==> config.mk <==
export PLATFORM = sky130hd
export DESIGN_NAME = serdes_transmit_path
export DESIGN_NICKNAME = d
export VERILOG_FILES = /design/src/include/serdes_tx_pkg.sv /design/src/serdes_transmit_path.sv /design/src/enc_8b10b.sv /design/src/prbs7_gen.sv
export VERILOG_INCLUDE_DIRS = /design/src /design/src/include
export SDC_FILE = /design/constraint.sdc
export NUM_CORES = 1
export LEC_CHECK = 0
export BUFFER_PORTS_ARGS = -buffer_cell sky130_fd_sc_hd__clkbuf_2
export CAP_MARGIN = 20
export CELL_PAD_IN_SITES_DETAIL_PLACEMENT = 2
export CELL_PAD_IN_SITES_GLOBAL_PLACEMENT = 2
export CORE_ASPECT_RATIO = 1.25
export CORE_MARGIN = 4
export CORE_UTILIZATION = 45
export CTS_CLUSTER_DIAMETER = 120
export DETAILED_ROUTE_END_ITERATION = 12
export PLACE_DENSITY_LB_ADDON = 0.12
export SKIP_LAST_GASP = 1
export SLEW_MARGIN = 15
export SYNTH_ARGS = -nofsm -noshare
export SYNTH_HDL_FRONTEND = slang
export SYNTH_SLANG_ARGS = --single-unit
==> constraint.sdc <==
create_clock -name i_clk -period 32.3 [get_ports i_clk]
set_clock_uncertainty 0.2 [all_clocks]
set_input_delay 6.46 -clock i_clk [delete_from_list [all_inputs] [get_ports i_clk]]
set_output_delay 6.46 -clock i_clk [all_outputs]
set_load 0.01 [all_outputs]
==> src/include/serdes_tx_defines.svh <==
// Constants for the serial transmit path: widths, phases, seeds.
//
// Overview of operation
// [RQ1] Capture the 16-bit word and both K flags on every word clock rise.
// [RQ2] The protocol device keeps word and flags stable around each rise.
// [RQ3] An internal bit clock runs at ten times the word clock rate.
// [RQ4] One bit leaves on each bit clock edge, twenty bits per word.
// [RQ5] The code bits of parallel bit zero are sent first.
// [RQ6] Word load to first serial bit takes a fixed 34 to 38 bit times.
// [RQ7] The word is split into two bytes, each with its own encoder.
// [RQ8] Each encoder makes a 10-bit 8b/10b character with disparity.
// [RQ9] Each K flag selects K or D coding for its own byte.
// [RQ10] The test enable selects a period-127 seven-stage PRBS payload.
// [RQ11] In PRBS mode the parallel word is ignored and PRBS goes through.
// [RQ12] Serial outputs float while loopback is high, driven while low.
// [RQ13] Serial outputs float throughout power-on reset.
// [RQ14] The two 10-bit codes form one 20-bit word for the shifter.
// [RQ15] The outside word clock runs continuously between 80 and 135 MHz.
// [RQ16] Running disparity goes low byte to high byte to next low byte.
// [RQ17] The PRBS uses x^7 + x^6 + 1 and never reaches all zeros.
`ifndef SERDES_TX_DEFINES_SVH
`define SERDES_TX_DEFINES_SVH

// ==========================================================
// Widths
`define WORD_BITS 16
`define BYTE_BITS 8
`define CODE_BITS 10
`define SER_BITS 20
`define BIT_CLK_MULT 10

// ==========================================================
// Serializer phase and latency, in bit times (one i_clk each)
`define PHASE_LAST 5'h13
`define LOAD_PHASE 5'h0B
`define LAT_MIN_BITS 34
`define LAT_MAX_BITS 38

// ==========================================================
// Reset values
`define PRBS_SEED 7'h7F
`define RD_RESET 1'h0

`endif

==> src/include/serdes_tx_pkg.sv <==
// Types shared by the serial transmit path.
package serdes_tx_pkg;

  // Parallel word with its two K-character flags.
  typedef struct packed {
    logic high_byte_kchar_flag;
    logic low_byte_kchar_flag;
    logic [15:0] data;
  } tx_word_t;

  // Differential serial output with its common output enable.
  typedef struct packed {
    logic serial_out_pos;
    logic serial_out_neg;
    logic oe;
  } serial_pair_t;

endpackage : serdes_tx_pkg

==> src/serdes_transmit_path.sv <==
// Transmit path: capture, 8b/10b encode, PRBS test, serializer.
`timescale 1ns/1ps
`include "serdes_tx_defines.svh"
module serdes_transmit_path import serdes_tx_pkg::*; (
  // Clock and reset
  input wire logic i_clk,
  input wire logic i_nrst,
  // Parallel side from the protocol device
  input wire logic i_ref_word_clock,
  input wire tx_word_t i_tx_word,
  // Test and mode controls
  input wire logic i_prbs_test_enable,
  input wire logic i_loopback_enable,
  // Serial side
  output serial_pair_t o_serial,
  output logic o_bit_clock
);

  // ==========================================================
  // Pin synchronisers
  // ==========================================================
  logic clk_s1_ff;
  logic clk_s2_ff;
  logic clk_s3_ff;
  tx_word_t word_s1_ff;
  tx_word_t word_s2_ff;
  tx_word_t word_s3_ff;
  logic prbs_s1_ff;
  logic prbs_s2_ff;
  logic loop_s1_ff;
  logic loop_s2_ff;
  logic word_edge_w;

  // Each pin passes two flops; the word gets a third so that the value
  // taken is the one seen before the clock rise, not the next word.
  always_ff @(posedge i_clk or negedge i_nrst) begin
    if (!i_nrst) begin
      clk_s1_ff <= 1'b0;
      clk_s2_ff <= 1'b0;
      clk_s3_ff <= 1'b0;
      word_s1_ff <= '0;
      word_s2_ff <= '0;
      word_s3_ff <= '0;
    end else begin
      clk_s1_ff <= i_ref_word_clock;
      clk_s2_ff <= clk_s1_ff;
      clk_s3_ff <= clk_s2_ff;
      word_s1_ff <= i_tx_word; // [RQ2]
      word_s2_ff <= word_s1_ff;
      word_s3_ff <= word_s2_ff;
    end
  end

  // Mode pins are levels and only need the two-flop chain.
  always_ff @(posedge i_clk or negedge i_nrst) begin
    if (!i_nrst) begin
      prbs_s1_ff <= 1'b0;
      prbs_s2_ff <= 1'b0;
      // Loopback resets high so the outputs stay floated until the pin's
      // real level has passed the chain. [RQ12] [RQ13]
      loop_s1_ff <= 1'b1;
      loop_s2_ff <= 1'b1;
    end else begin
      prbs_s1_ff <= i_prbs_test_enable;
      prbs_s2_ff <= prbs_s1_ff;
      loop_s1_ff <= i_loopback_enable;
      loop_s2_ff <= loop_s1_ff;
    end
  end

  // Rising edge of the word clock, seen past the synchroniser.
  assign word_edge_w = clk_s2_ff & ~clk_s3_ff; // [RQ1]

  // ==========================================================
  // Capture and PRBS source
  // ==========================================================
  tx_word_t cap_ff;
  logic cap_valid_ff;
  logic [15:0] prbs_word;

  // The generator steps once per word so the pattern is continuous.
  prbs7_gen #(
    .WIDTH(`WORD_BITS)
  ) u_prbs (
    .i_clk(i_clk),
    .i_nrst(i_nrst),
    .i_step(word_edge_w & prbs_s2_ff),
    .o_word(prbs_word)
  );

  // One word per word clock rise; in test mode the pins are ignored.
  always_ff @(posedge i_clk or negedge i_nrst) begin
    if (!i_nrst) begin
      cap_ff <= '0;
      cap_valid_ff <= 1'b0;
    end else begin
      cap_valid_ff <= word_edge_w;
      if (word_edge_w) begin
        if (prbs_s2_ff) begin
          cap_ff <= '{1'b0, 1'b0, prbs_word}; // [RQ10] [RQ11]
        end else begin
          cap_ff <= word_s3_ff; // [RQ1]
        end
      end
    end
  end

  // ==========================================================
  // Encoders and disparity chain
  // ==========================================================
  logic [9:0] code_low;
  logic [9:0] code_high;
  logic rd_low;
  logic rd_high;
  logic rd_ff;
  logic [19:0] enc_ff;

  // The low byte sees the carried disparity, the high byte sees the
  // low byte's result. [RQ7] [RQ16]
  enc_8b10b u_enc_low (
    .i_byte(cap_ff.data[7:0]),
    .i_kchar(cap_ff.low_byte_kchar_flag),
    .i_rd_pos(rd_ff),
    .o_code(code_low),
    .o_rd_pos(rd_low)
  );

  enc_8b10b u_enc_high (
    .i_byte(cap_ff.data[15:8]),
    .i_kchar(cap_ff.high_byte_kchar_flag),
    .i_rd_pos(rd_low),
    .o_code(code_high),
    .o_rd_pos(rd_high)
  );

  // Encoded word registered once per captured word.
  always_ff @(posedge i_clk or negedge i_nrst) begin
    if (!i_nrst) begin
      enc_ff <= '0;
      rd_ff <= `RD_RESET;
    end else if (cap_valid_ff) begin
      enc_ff <= {code_high, code_low}; // [RQ14] [RQ5]
      rd_ff <= rd_high; // [RQ16]
    end
  end

  // ==========================================================
  // Bit clock and word phase
  // ==========================================================
  logic [4:0] phase_ff;
  logic bit_clk_ff;
  logic load_w;
  logic [19:0] pend_ff;

  // i_clk runs at the bit edge rate; the bit clock is half of it, so
  // each of its edges carries one serial bit. [RQ3] [RQ4]
  always_ff @(posedge i_clk or negedge i_nrst) begin
    if (!i_nrst) begin
      bit_clk_ff <= 1'b0;
    end else begin
      bit_clk_ff <= ~bit_clk_ff; // [RQ3]
    end
  end

  // Phase realigns on every word edge, which keeps latency fixed while
  // the word clock keeps running. [RQ6] [RQ15]
  always_ff @(posedge i_clk or negedge i_nrst) begin
    if (!i_nrst) begin
      phase_ff <= 5'h00;
    end else if (word_edge_w) begin
      phase_ff <= 5'h00;
    end else if (phase_ff == `PHASE_LAST) begin
      phase_ff <= 5'h00; // [RQ3]
    end else begin
      phase_ff <= phase_ff + 5'h01;
    end
  end

  // The previous word moves to the pending slot on each edge; this
  // extra word of delay brings the latency inside its window. [RQ6]
  always_ff @(posedge i_clk or negedge i_nrst) begin
    if (!i_nrst) begin
      pend_ff <= '0;
    end else if (word_edge_w) begin
      pend_ff <= enc_ff;
    end
  end

  assign load_w = (phase_ff == `LOAD_PHASE);

  // ==========================================================
  // Shift register and outputs
  // ==========================================================
  logic [19:0] sr_ff;
  logic ser_bit_ff;
  serial_pair_t ser_ff;

  // Twenty bits a word, bit zero of the pending word first.
  always_ff @(posedge i_clk or negedge i_nrst) begin
    if (!i_nrst) begin
      sr_ff <= '0;
      ser_bit_ff <= 1'b0;
    end else if (load_w) begin
      sr_ff <= pend_ff >> 1; // [RQ14]
      ser_bit_ff <= pend_ff[0]; // [RQ5]
    end else begin
      sr_ff <= sr_ff >> 1; // [RQ4]
      ser_bit_ff <= sr_ff[0];
    end
  end

  // Outputs float in reset and during loopback. [RQ12] [RQ13]
  always_ff @(posedge i_clk or negedge i_nrst) begin
    if (!i_nrst) begin
      ser_ff <= '{1'b0, 1'b1, 1'b0}; // [RQ13]
    end else begin
      ser_ff.serial_out_pos <= ser_bit_ff;
      ser_ff.serial_out_neg <= ~ser_bit_ff;
      ser_ff.oe <= ~loop_s2_ff; // [RQ12]
    end
  end

  assign o_serial = ser_ff;
  assign o_bit_clock = bit_clk_ff;
endmodule : serdes_transmit_path

==> src/enc_8b10b.sv <==
// One byte-wide 8b/10b encoder with running disparity in and out.
`timescale 1ns/1ps
module enc_8b10b import serdes_tx_pkg::*; (
  // Byte and control
  input wire logic [7:0] i_byte,
  input wire logic i_kchar,
  input wire logic i_rd_pos,
  // Character and new disparity
  output logic [9:0] o_code,
  output logic o_rd_pos
);

  // ==========================================================
  // Encoding, bit a of the character lands in o_code[0].
  always_comb begin
    logic [5:0] c6;
    logic [3:0] c4;
    logic [9:0] seq;
    logic k28;
    logic rd_mid;
    logic alt7;
    logic flip4;
    c6 = 6'h00;
    c4 = 4'h0;
    seq = 10'h000;
    k28 = i_kchar && (i_byte[4:0] == 5'h1C); // [RQ9]
    rd_mid = 1'b0;
    alt7 = 1'b0;
    flip4 = 1'b0;
    // Six-bit sub-block, listed for negative disparity. [RQ8]
    case (i_byte[4:0])
      5'h00: c6 = 6'h27;
      5'h01: c6 = 6'h1D;
      5'h02: c6 = 6'h2D;
      5'h03: c6 = 6'h31;
      5'h04: c6 = 6'h35;
      5'h05: c6 = 6'h29;
      5'h06: c6 = 6'h19;
      5'h07: c6 = 6'h38;
      5'h08: c6 = 6'h39;
      5'h09: c6 = 6'h25;
      5'h0A: c6 = 6'h15;
      5'h0B: c6 = 6'h34;
      5'h0C: c6 = 6'h0D;
      5'h0D: c6 = 6'h2C;
      5'h0E: c6 = 6'h1C;
      5'h0F: c6 = 6'h17;
      5'h10: c6 = 6'h1B;
      5'h11: c6 = 6'h23;
      5'h12: c6 = 6'h13;
      5'h13: c6 = 6'h32;
      5'h14: c6 = 6'h0B;
      5'h15: c6 = 6'h2A;
      5'h16: c6 = 6'h1A;
      5'h17: c6 = 6'h3A;
      5'h18: c6 = 6'h33;
      5'h19: c6 = 6'h26;
      5'h1A: c6 = 6'h16;
      5'h1B: c6 = 6'h36;
      5'h1C: c6 = 6'h0E;
      5'h1D: c6 = 6'h2E;
      5'h1E: c6 = 6'h1E;
      default: c6 = 6'h2B;
    endcase
    if (k28) begin
      c6 = 6'h0F;
    end
    // Unbalanced blocks and D.7 take the complement at positive disparity.
    if (i_rd_pos && (($countones(c6) != 3) || (c6 == 6'h38))) begin
      c6 = ~c6;
    end
    rd_mid = i_rd_pos ^ ($countones(c6) != 3);
    // The alternate x.7 avoids a run of five inside data characters.
    alt7 = i_kchar ||
           (!rd_mid && ((i_byte[4:0] == 5'h11) || (i_byte[4:0] == 5'h12) ||
                        (i_byte[4:0] == 5'h14))) ||
           (rd_mid && ((i_byte[4:0] == 5'h0B) || (i_byte[4:0] == 5'h0D) ||
                       (i_byte[4:0] == 5'h0E)));
    case (i_byte[7:5])
      3'h0: c4 = 4'hB;
      3'h1: c4 = 4'h9;
      3'h2: c4 = 4'h5;
      3'h3: c4 = 4'hC;
      3'h4: c4 = 4'hD;
      3'h5: c4 = 4'hA;
      3'h6: c4 = 4'h6;
      default: c4 = alt7 ? 4'h7 : 4'hE;
    endcase
    flip4 = ($countones(c4) != 2) || (c4 == 4'hC);
    if (rd_mid && flip4) begin
      c4 = ~c4;
    end else if (k28 && !rd_mid && !flip4) begin
      c4 = ~c4; // [RQ9]
    end
    o_rd_pos = rd_mid ^ ($countones(c4) != 2); // [RQ8]
    seq = {c6, c4};
    for (int i = 0; i < 10; i++) begin
      o_code[i] = seq[9 - i];
    end
  end

endmodule : enc_8b10b

==> src/prbs7_gen.sv <==
// Seven-stage pseudorandom generator that yields a word per step.
`timescale 1ns/1ps
`include "serdes_tx_defines.svh"
module prbs7_gen import serdes_tx_pkg::*; #(
  parameter int WIDTH = `WORD_BITS
) (
  // Clock and reset
  input wire logic i_clk,
  input wire logic i_nrst,
  // Control and pattern
  input wire logic i_step,
  output logic [WIDTH-1:0] o_word
);

  logic [6:0] state_ff;
  logic [6:0] nxt_state;
  logic [WIDTH-1:0] nxt_word;

  // ==========================================================
  // Run WIDTH shifts of x^7 + x^6 + 1, first bit into bit zero.
  always_comb begin
    logic [6:0] s;
    logic fb;
    s = state_ff;
    fb = 1'b0;
    nxt_word = '0;
    for (int i = 0; i < WIDTH; i++) begin
      fb = s[6] ^ s[5]; // [RQ17]
      s = {s[5:0], fb};
      nxt_word[i] = fb;
    end
    // A zero state would lock up, so it is reseeded.
    nxt_state = (s == 7'h00) ? `PRBS_SEED : s; // [RQ17]
    // The word shown is the one the next step yields, so a capture on the
    // stepping edge takes the fresh word and not a stale one.
    o_word = nxt_word;
  end

  // The state moves only when stepped.
  always_ff @(posedge i_clk or negedge i_nrst) begin
    if (!i_nrst) begin
      state_ff <= `PRBS_SEED;
    end else if (i_step) begin
      state_ff <= nxt_state; // [RQ10]
    end
  end
endmodule : prbs7_gen

# Yosys cells after proc, flatten, opt, wreduce, memory -nomap -nowiden
# Memories as Yosys holds them, arrays and structs flattened.
# Cells that the tools add are included.
totals:
  register_bits: 157
  memories: 2
  output_inout_bits: 4
  romBits: 384
  inputBits: 23
mem_list:
  columns: ["memory", "depth", "word_bits", "rd", "rd_clocked_by_memory_dff", "write_ports", "line", "rtl"]
  rows:
  - ["(no name shown)", 32, 6, 1, 0, 0, "enc_8b10b.sv:31", "case (i_byte[4:0])"]
  - ["(no name shown)", 32, 6, 1, 0, 0, "enc_8b10b.sv:31", null]
op_classes:
  addsub: 33
  n_bitwise: 30
  n_mux: 18
  reduce_logical: 37
  eq_ne: 40
ops:
  columns: ["operator", "n"]
  rows:
  - ["$add A32 B32 Y32", 12]
  - ["$ne A32 B3 Y1 const B", 8]
  - ["$pmux W4 S7", 2]
  - ["$eq A5 B5 Y1 const B", 9]
  - ["$add A1 B1 Y2", 20]
  - ["$eq A5 B4 Y1 const B", 7]
  - ["$mux W4", 6]
  - ["$mux W6", 4]
  - ["$xor A1 B1 Y1", 20]
  - ["$mux W19", 1]
  - ["$eq A3 B3 Y1 const B", 6]
  - ["$mux W18", 1]
  - ["$logic_or A1 B1 Y1", 16]
  - ["$logic_and A1 B1 Y1", 14]
  - ["$eq A3 B2 Y1 const B", 4]
  - ["$eq A6 B6 Y1 const B", 2]
  - ["$not A6 Y6", 2]
  - ["$mux W5", 2]
  - ["$eq A4 B4 Y1 const B", 2]
  - ["$not A4 Y4", 2]
  - ["$logic_not A7 Y1", 1]
  - ["$mux W7", 1]
  - ["$eq A3 B1 Y1 const B", 2]
  - ["$logic_not A3 Y1", 2]
  - ["5 further kinds", 12]

# Longest topological paths before layout
# Gate-level depths: netlist of the first run.
logic_depth:
  depth_word: 58
  depth_mapped: 46
  depth_no_buf: 45

# By module
# A second synthesis of the first run with hierarchy kept.
hier_totals:
  hier_cells: 706
  hier_area_um2: 8087.8
modules_own_cells:
  columns: ["mod", "seq_area_each_um2", "area_each_um2", "instances", "cells_per_inst"]
  rows:
  - ["serdes_transmit_path", 3757.4, 5077.4, 1, 345]
  - ["enc_8b10b at u_enc_low", 0.0, 1197.4, 1, 148]
  - ["enc_8b10b at u_enc_high", 0.0, 1099.8, 1, 137]
  - ["prbs7_gen", 183.9, 713.2, 1, 76]

# Least setup slack after synthesis of the first run
# OpenSTA, ideal clock, no wires.
synth_timing:
  kind: "register to register"
  start: "register cap_ff[0] (netlist name)"
  end: "register rd_ff"
  synth_period_minus_slack_ns: 10.588
  n_path_buf: 1
  path_stages_with_launch: 46
  t_required_ns: 31.975
  setup_time_ns: 0.125
  slack_ns: 21.712
  arrival_time_ns: 10.263
  cell_sequence: "dfrtp_1 > inv_1 > ha_1 > nor2b_1 > o21ai_0 > a21oi_1 > a221oi_1 > inv_1 > ha_1 > inv_1 > fa_1 > ha_1 > nor2_1 > nand4_1 > nand2_1 > inv_2 > o31ai_1 > fa_1 > [... 10 more ...] > xor2_1 > a41oi_1 > buf_4 > or2_1 > o21ai_0 > fa_1 > ha_1 > and4bb_2 > xnor2_2 > xnor2_4 > mux2i_1 > nor2_1 > xor2_1 > ha_1 > fa_1 > nor3b_1 > xnor2_1 > mux2_2"
synth_via:
  elab_chain_cells: 58
  word_cells_on_any_way: 91
  cone_classes: "add/sub: 27; eq/ne: 17; mux: 11; bitwise: 7; reduce/logical: 28; memory: 1"
synth_rtl:
  columns: ["item", "line", "rtl"]
  rows:
  - ["start: declaration", "serdes_transmit_path.sv:77", "tx_word_t cap_ff;"]
  - ["start signal: assignment", "serdes_transmit_path.sv:100", "cap_ff <= '{1'b0, 1'b0, prbs_word};"]
  - ["start signal: assignment", "serdes_transmit_path.sv:102", "cap_ff <= word_s3_ff;"]
  - ["parallel branches: the longest is 32 deep, another holds $add A32 B32 Y32", null, null]
  - ["$xor A1 B1 Y1 *", "enc_8b10b.sv:95", "o_rd_pos = rd_mid ^ ($countones(c4) != 2);"]
  - ["$logic_and A1 B1 Y1", "enc_8b10b.sv:69", "if (i_rd_pos && (($countones(c6) != 3) || (c6 == 6'h38))) begin"]
  - ["$mux W6", "enc_8b10b.sv:69", null]
  - ["$add A1 B1 Y2 (implied by the code)", "enc_8b10b.sv:72", "rd_mid = i_rd_pos ^ ($countones(c6) != 3);"]
  - ["$add A32 B32 Y32 (implied by the code) (2 in a row)", "enc_8b10b.sv:72", null]
  - ["$ne A32 B3 Y1", "enc_8b10b.sv:72", null]
  - ["$xor A1 B1 Y1 *", "enc_8b10b.sv:72", null]
  - ["[... 10 more ...]", null, null]
  - ["$logic_not A1 Y1", "enc_8b10b.sv:92", "end else if (k28 && !rd_mid && !flip4) begin"]
  - ["$logic_and A1 B1 Y1", "enc_8b10b.sv:92", null]
  - ["$mux W4", "enc_8b10b.sv:92", null]
  - ["$mux W4", "enc_8b10b.sv:90", "if (rd_mid && flip4) begin"]
  - ["$add A1 B1 Y2 (implied by the code)", "enc_8b10b.sv:95", null]
  - ["$add A32 B32 Y32 (implied by the code)", "enc_8b10b.sv:95", null]
  - ["$ne A32 B3 Y1", "enc_8b10b.sv:95", null]
  - ["$xor A1 B1 Y1 *", "enc_8b10b.sv:95", null]
  - ["end signal: assignment", "serdes_transmit_path.sv:140", "rd_ff <= `RD_RESET;"]
  - ["end signal: assignment", "serdes_transmit_path.sv:143", "rd_ff <= rd_high;"]
  - ["end: declaration", "serdes_transmit_path.sv:115", "logic rd_ff;"]
# Every way passes the cells marked *.
# A chain may end at the register's enable or synchronous reset.

# Worst setup path after layout of the first run
# Same ends and word-level chain as after synthesis.

==> results_dict.tcl, run 1 <==
set metrics [dict create \
    yosysTopAreaCellShare_pct 48.2 \
    cp.arrival_ns 12.55 \
    n_antenna_cell 0 \
    cap_violations 0 \
    fp-row-count 53 \
    post-route-util_pct 51.2 \
    grt_pass1_vias 5890 \
    fin_tns_setup_ns 0 \
    post_cts_buffers 0 \
    grt_max_degree 86 \
    yosys_warnings 0 \
    postSynthAreaPerCell_um2 11.0 \
    final_cell_mix "dfrtp_1 (146), nand2_1 (107), ha_1 (39)" \
    cts.sinks 157 \
    die-area_um2 19100 \
    core_area_um2 16700 \
    nets 777 \
    fmax_mhz 80.4 \
    cts_made_buffers 17 \
    ys_seq_elements 157 \
    period_minus_slack_ns 12.44 \
    totalWireLength_mm 18.1 \
    place.gp.congestion 0.792 \
    clock_latency_ns 0.43 \
    htreeDepth 4 \
    required_ns 32.41 \
    ys_async_sr_fraction_pct 100 \
    first_pass_iters 4 \
    initialDrtViolationCount 199 \
    vias_per_cell 5.39 \
    initial_core_util_pct 45.7 \
    endpoint_kind "register" \
    die_width_um 124 \
    worst_pin_slew_ns 1.04 \
    syn_area_um2 7630 \
    rsz0062_at_grt "no" \
    portBuffers 26 \
    drv_slew 0 \
    post-route-period-util_pct 38.5 \
    place_hpwl_mm 12.5 \
    vias 5070 \
    ys_seq_area_share_pct 51.6 \
    placed_cells 907 \
    drive_above_1_share_pct 17.5 \
    hold_viol 0 \
    synth.distinct_cells 70 \
    stdcell_count 940 \
    cp_slowest_cell "a41oi_1" \
    cts-root-buf "clkbuf_16" \
    hold_buffers 0 \
    die_h_um 154 \
    status "finished, final reports clean" \
    start_kind "register" \
    crit_path_max_incr_delay_ns 0.77 \
    cts_resized 0 \
    final_common_cell "dfrtp_1" \
    critPathMaxFanout 11 \
    synth.area.top_cells "dfrtp_1 (48%), ha_1 (6.4%), nand2_1 (5.3%)" \
    grt_pass1_wl_mm 30.9 \
    multi_input_area_um2 3420 \
    drtAntennaViolNets 0 \
    pin_count 27 \
    seq_area_um2 3940 \
    n_fill_cell 1701 \
    yosys.area.top_type "dfrtp_1" \
    clkSlewWorstSetupHoldPaths_ns 0.06 \
    cp_common_cell "ha_1" \
    drc 0 \
    hp-class "register to register" \
    crit_type "register to register" \
    cts_tree "done" \
    setup_viol 0 \
    syn_to_final_growth_pct 12.1 \
    syn_inst 691 \
    antenna_found_initial 0 \
    clock_path_buffers 2 \
    syn-num-nets 761 \
    grt-ovfl-total 0 \
    relSlewSlack_pct 30.8 \
    synth_flop_cell "dfrtp_1" \
    wl_per_cell_um 19.2 \
    track_usage_pct 20.2 \
    synth_edf_count 0 \
    whs_ns 0.151 \
]
-- state kept, by name, summed over array words and instances, names as in the netlist, 3 cells and up --
signal	count
word_s2_ff	18
u_prbs.state_ff	7
cap_ff	18
sr_ff	19
pend_ff	20
enc_ff	20
word_s1_ff	18
phase_ff	5
o_serial	3
word_s3_ff	18
-- cell type report --
class	count	area share [%]
clock buffers	18	5.02
flip-flops and latches	157	46.1
multi-input cells	464	40.0
well taps	220	3.22
clock inverters	14	1.87
inverters	36	1.58
repair buffers	31	2.27
-- path summary, 6_finish.rpt --
check / from / to / depth (start not counted) / slack, ns
max reg2reg: cap_ff[0]$_DFFE_PN0P_ / rd_ff$_DFFE_PN0P_ / 44 / 19.86
min in group asynchronous: i_nrst / sr_ff[1]$_DFF_PN0_ / 1 / 5.85
max in group asynchronous: i_nrst / loop_s2_ff$_DFF_PN1_ / 3 / 24.91
min: word_s1_ff[6]$_DFF_PN0_ / word_s2_ff[6]$_DFF_PN0_ / 0 / 0.15
min reg2reg: word_s1_ff[6]$_DFF_PN0_ / word_s2_ff[6]$_DFF_PN0_ / 0 / 0.15
max: cap_ff[0]$_DFFE_PN0P_ / rd_ff$_DFFE_PN0P_ / 44 / 19.86
-- per-stage QoR --
step | instance area (µm²) | setup slack (ns)
after global routing | 8560 | 18.81
after CTS | 8530 | 19.69
after detailed placement | 7940 | 19.90
after global placement | 7940 | 20.73
final | 8560 | 19.86
after floorplan | 7630 | 21.71
-- cells by family after synthesis --
group	after synthesis	synth area share, %
compound gates	114	10.1
xor+xnor	39	5.07
fa+ha+maj	47	8.49
buf+inv	70	3.74
flops	157	51.6
mux	55	8.38
simple gates	209	12.6
-- layer usage --
| layer | vias to the layer above | share of wire, % | GRT usage (%) |
|---|---|---|---|
| li1 | 2380 | - | - |
| met1 | 2609 | 39 | 22.5 |
| met2 | 55 | 57 | 38.7 |
| met3 | 26 | 1.9 | 3.02 |
| met4 | 0 | 1.9 | 7.10 |
| met5 | - | 0 | 0 |
-- worst max-delay path: cells and delay by family, from the launching register on --
family / cells / cell delay, ns
buffers and inverters: 4 / 0.49
XOR/XNOR: 7 / 1.38
flip-flops: 1 / 0.48
AND/OR/NAND/NOR: 11 / 2.11
adder cells (fa/ha/maj): 12 / 4.25
multiplexers: 4 / 1.31
AO/OA/AOI/OAI: 6 / 2.09
-- cell usage after synthesis, types with 2 or more instances --
library cell / n
dfrtp_1: 147
nand2_1: 107
ha_1: 39
o21ai_0: 37
nor2_1: 34
inv_1: 33
mux2_2: 30
xnor2_1: 26
clkbuf_1: 25
mux2i_1: 19
nand2b_1: 15
a21oi_1: 14
nand3_1: 12
o211ai_1: 12
dfstp_2: 10
xor2_1: 10
nor3_1: 9
fa_1: 8
nor2b_1: 8
a31oi_1: 7
a211oi_1: 6
buf_4: 5
o22a_1: 5
o31ai_1: 4
buf_2: 3
inv_2: 3
nand4_1: 3
o21ai_1: 3
or2_2: 3
or3_1: 3
a221o_1: 2
a221oi_1: 2
a22oi_1: 2
a311o_1: 2
and2_1: 2
and3_1: 2
mux2_4: 2
mux4_2: 2
o21a_1: 2
o311ai_0: 2
xnor2_4: 2
Power of run 1 is left out: the tool's default activity adds up to more than one toggle a clock period on the data nets, which glitch-free logic cannot reach.
==> run 2: changes to the inputs <==
--- a/config.mk
+++ b/config.mk
@@ -12,7 +12,7 @@
 export CELL_PAD_IN_SITES_GLOBAL_PLACEMENT = 2
 export CORE_ASPECT_RATIO = 1.25
 export CORE_MARGIN = 4
-export CORE_UTILIZATION = 45
+export CORE_UTILIZATION = 38
 export CTS_CLUSTER_DIAMETER = 120
 export DETAILED_ROUTE_END_ITERATION = 12
 export PLACE_DENSITY_LB_ADDON = 0.12
==> constraint.sdc (replaced) <==
create_clock -name i_clk -period 11.32 [get_ports i_clk]
set_clock_uncertainty 0.2 [all_clocks]
set_input_delay 2.264 -clock i_clk [delete_from_list [all_inputs] [get_ports i_clk]]
set_output_delay 2.264 -clock i_clk [all_outputs]
set_load 0.01 [all_outputs]
==> run 2 against run 1 <==
Register-to-register slack got worse by 19 ns; via count fell by 0.41%; routed wire length fell by 4.7%; clock-buffer cell count did not move; first-iteration DRC count fell by 23%; non-clock buffer count rose by 13; final cell count rose by 6.2%; critical path depth did not move; sequential share of layout area fell by 1.1 points; worst setup slack got worse by 19 ns.
==> results_dict.tcl, run 2 (synthesis results as in run 1) <==
set metrics [dict create \
    status "finished, final reports clean" \
    start_kind "register" \
    whs_ns 0.140 \
    cp_common_cell "ha_1" \
    clock_latency_ns 0.42 \
    seq_area_um2 3940 \
    grt_use_met3_pct 2.29 \
    cts-root-buf "clkbuf_16" \
    worst_slack_ns 0.549 \
    clkSlewWorstSetupHoldPaths_ns 0.07 \
    dp_slack_ns -0.319 \
    worst_pin_slew_ns 1.02 \
    post-route-period-util_pct 95.2 \
    initial_core_util_pct 38.9 \
    core_area_um2 19600 \
    fmax_mhz 92.8 \
    grt_max_degree 110 \
    place_hpwl_mm 11.7 \
    use_met2_pct 29.3 \
    cp.arrival_ns 10.87 \
    grt_pass1_vias 5579 \
    cap_violations 0 \
    portBuffers 26 \
    cts_made_buffers 17 \
    hold_buffers 0 \
    hold_viol 0 \
    track_usage_pct 15.9 \
    stdcell_area_um2 8770 \
    worst-path-buf-inv 4 \
    cts_tree "done" \
    crit_path_max_incr_delay_ns 0.49 \
    crit_family "adder cells" \
    first_pass_iters 4 \
    vias_per_cell 5.06 \
    place.gp.congestion 0.837 \
    cts.sinks 157 \
    drtAntennaViolNets 0 \
    htreeDepth 4 \
    period_minus_slack_ns 10.77 \
    required_ns 11.42 \
    nets 790 \
    final_cell_mix "dfrtp_1 (145), nand2_1 (106), ha_1 (39)" \
    grt-ovfl-total 0 \
    placed_cell_area_um2 8020 \
    n_fill_cell 2007 \
    grt_pass1_wl_mm 29.0 \
    vias 5049 \
    met1_usage_pct 19.1 \
    die_h_um 166 \
    top_usage_layer "met2" \
    syn_to_final_growth_pct 14.9 \
    clock_path_buffers 2 \
    die_width_um 135 \
    drive_above_1_share_pct 21.0 \
    crit_type "register to register" \
    wl_per_cell_um 17.3 \
    n_antenna_cell 0 \
    drv_slew 0 \
    reg.largest.list "enc_ff (20), pend_ff (20), sr_ff (19)" \
    drc 0 \
    totalWireLength_mm 17.2 \
    fp-row-count 57 \
    critPathMaxFanout 9 \
    relSlewSlack_pct 32.2 \
    initialDrtViolationCount 153 \
    antenna_found_initial 0 \
    setup_viol 0 \
    multi_input_area_um2 3510 \
    endpoint_kind "register" \
    die-area_um2 22400 \
    pin_count 27 \
    final_common_cell "dfrtp_1" \
    hp-class "register to register" \
    cp_slowest_cell "fa_1" \
]
[run 2: worst reg2reg max path: cells and delay by family, from the launching register on]
| kind | cells | cell delay [ns] |
|---|---|---|
| buffers and inverters | 4 | 0.42 |
| DFF | 1 | 0.44 |
| muxes | 4 | 1.12 |
| and+or+nand+nor | 11 | 2.07 |
| xor gates and xnor gates | 7 | 1.28 |
| AOI/OAI and AO/OA | 6 | 1.03 |
| adders and majority gates | 12 | 4.10 |
[run 2: metrics by stage]
| stage | utilization [%] | TNS, ns | instances |
|---|---|---|---|
| 2_1_floorplan | - | 0 | 691 |
| 3_3_place_gp | 40.9 | 0 | 955 |
| 3_5_place_dp | 40.9 | -0.319 | 955 |
| 4_1_cts | 44.0 | 0 | 988 |
| 5_1_grt | 44.7 | -0.0566 | 998 |
| 6_report | 44.7 | 0 | 998 |
[run 2: final cells by class]
class                   count  share of cell area, %
well taps                 265                   3.78
clock buffers              18                   4.89
repair buffers             44                   3.18
clock inverters            14                   1.57
inverters                  36                   1.57
multi-input cells         464                   40.0
flip-flops and latches    157                   45.0
[run 2: worst paths after layout]
path / start / to / slack, ns / cells after the start
max in group asynchronous: i_nrst / enc_ff[11]$_DFFE_PN0P_ / 8.02 / 2
hold reg to reg: word_s1_ff[5]$_DFF_PN0_ / word_s2_ff[5]$_DFF_PN0_ / 0.14 / 0
setup / recovery: cap_ff[0]$_DFFE_PN0P_ / rd_ff$_DFFE_PN0P_ / 0.55 / 44
setup reg to reg: cap_ff[0]$_DFFE_PN0P_ / rd_ff$_DFFE_PN0P_ / 0.55 / 44
min in group asynchronous: i_nrst / pend_ff[2]$_DFFE_PN0P_ / 1.73 / 1
hold / removal: word_s1_ff[5]$_DFF_PN0_ / word_s2_ff[5]$_DFF_PN0_ / 0.14 / 0
[run 2: metal layers]
metal	share of wire, %	routed length, µm
met5	0	0
met4	1.1	187
met3	1.7	300
met2	55	9510
met1	42	7240
[run 2: repair_timing]
action,in CTS,in global routing
buffers inserted,1,9
gates resized for setup,7,15
endpoints found under the setup margin,1,1
pin swaps,1,2
Power of run 2 is left out for the same reason.
==> run 3: changes to the inputs <==
--- a/config.mk
+++ b/config.mk
@@ -8,7 +8,7 @@
 export LEC_CHECK = 0
 export BUFFER_PORTS_ARGS = -buffer_cell sky130_fd_sc_hd__clkbuf_2
 export CAP_MARGIN = 20
-export CELL_PAD_IN_SITES_DETAIL_PLACEMENT = 2
+export CELL_PAD_IN_SITES_DETAIL_PLACEMENT = 0
 export CELL_PAD_IN_SITES_GLOBAL_PLACEMENT = 2
 export CORE_ASPECT_RATIO = 1.25
 export CORE_MARGIN = 4
==> run 3 against run 2 <==
Clock-buffer cell count unchanged; core utilization down 0.51 points; via count down 5.0%; critical path type unchanged; critical endpoint unchanged; highest routed layer unchanged.
==> results_dict.tcl, run 3 (synthesis results as in run 1) <==
set metrics [dict create \
    required_ns 11.42 \
    n_fill_cell 1871 \
    relSlewSlack_pct 35.9 \
    grt_max_degree 110 \
    drc 0 \
    htreeDepth 4 \
    cts-root-buf "clkbuf_16" \
    first_pass_iters 4 \
    place_hpwl_mm 9.62 \
    grt_pass1_vias 4715 \
    hp-class "register to register" \
    portBuffers 26 \
    whs_ns 0.141 \
    crit_type "register to register" \
    drtAntennaViolNets 0 \
    clkSlewWorstSetupHoldPaths_ns 0.07 \
    vias 4799 \
    dp_slack_ns -0.0280 \
    critPathMaxFanout 9 \
    worst_pin_slew_ns 0.961 \
    fp-row-count 57 \
    syn_to_final_growth_pct 13.6 \
    totalWireLength_mm 14.0 \
    clock_path_buffers 2 \
    pin_count 27 \
    grt_pass1_wl_mm 23.6 \
    cp_common_cell "ha_1" \
    wl_per_cell_um 14.1 \
    cts_made_buffers 17 \
    hold_buffers 0 \
    nets 784 \
    worst_slack_ns 0.640 \
    place.gp.congestion 0.837 \
    die_width_um 135 \
    die_h_um 166 \
    cap_violations 0 \
    track_usage_pct 12.9 \
    cts.sinks 157 \
    rsz0062_at_grt "no" \
    grt-ovfl-total 0 \
    drive_above_1_share_pct 19.4 \
    reg.largest.list "enc_ff (20), pend_ff (20), sr_ff (19)" \
    die-area_um2 22400 \
    fmax_mhz 93.6 \
    initialDrtViolationCount 268 \
    stdcell_count 992 \
    cts_tree "done" \
    endpoint_kind "register" \
    post-route-period-util_pct 94.3 \
    crit_path_max_incr_delay_ns 0.48 \
    vias_per_cell 4.84 \
    stdcell_area_um2 8670 \
    cp_slowest_cell "fa_1" \
    cp.arrival_ns 10.78 \
    clock_latency_ns 0.42 \
    final_cell_mix "dfrtp_1 (145), nand2_1 (107), ha_1 (39)" \
    antenna_found_initial 0 \
    start_kind "register" \
    final_common_cell "dfrtp_1" \
    hold_viol 0 \
    initial_core_util_pct 38.9 \
    core_area_um2 19600 \
    status "finished, final reports clean" \
    placed_cells 955 \
    placed_cell_area_um2 8020 \
    n_antenna_cell 0 \
    period_minus_slack_ns 10.68 \
    setup_viol 0 \
    drv_slew 0 \
]
run 3: cell types whose count changed in the layout (fill, tap and decap cells not counted), sizes merged:
cell  change
buf       -6
run 3: final timing paths:
path	end	slack [ns]	cells past startpoint	start
min in group asynchronous	pend_ff[2]$_DFFE_PN0P_	1.73	1	i_nrst
setup / recovery	rd_ff$_DFFE_PN0P_	0.64	44	cap_ff[0]$_DFFE_PN0P_
setup reg to reg	rd_ff$_DFFE_PN0P_	0.64	44	cap_ff[0]$_DFFE_PN0P_
hold reg to reg	word_s2_ff[5]$_DFF_PN0_	0.14	0	word_s1_ff[5]$_DFF_PN0_
hold / removal	word_s2_ff[5]$_DFF_PN0_	0.14	0	word_s1_ff[5]$_DFF_PN0_
max in group asynchronous	enc_ff[12]$_DFFE_PN0P_	8.00	2	i_nrst
run 3: repair_timing:
item | in CTS | in global routing
setup endpoints to repair | 1 | 1
setup buffers | 1 | 3
resized for setup | 1 | 12
pin swaps | 1 | 1
run 3: per-layer routing:
metal,track usage [%],up-vias,part of all wire (%)
met1,17.0,2341,46
met3,2.47,9,2.1
li1,-,2393,-
met2,21.4,56,51
met4,4.34,0,1.1
met5,0,-,0
run 3: cell type report:
class	instances	area, µm²	area share [%]
Clock inverter	14	135	1.56
Multi-Input combinational cell	464	3460	39.9
Clock buffer	18	429	4.95
Inverter	36	138	1.59
Sequential cell	157	3940	45.5
Tap cell	265	332	3.82
Timing Repair Buffer	38	234	2.70
run 3: metrics by stage:
step,util [%],TNS [ns]
2_1_floorplan,-,0
3_3_place_gp,40.9,0
3_5_place_dp,40.9,-0.0280
4_1_cts,43.8,0
5_1_grt,44.2,0
6_report,44.2,0
run 3: critical path: cells and delay by family (launching register included):
| family | cells | cell delay, ns |
|---|---|---|
| simple gates | 11 | 2.07 |
| fa+ha+maj | 12 | 4.07 |
| buf+inv | 4 | 0.40 |
| compound gates | 6 | 1.04 |
| flops | 1 | 0.45 |
| xor+xnor | 7 | 1.22 |
| mux | 4 | 1.12 |
Power of run 3 is left out for the same reason.
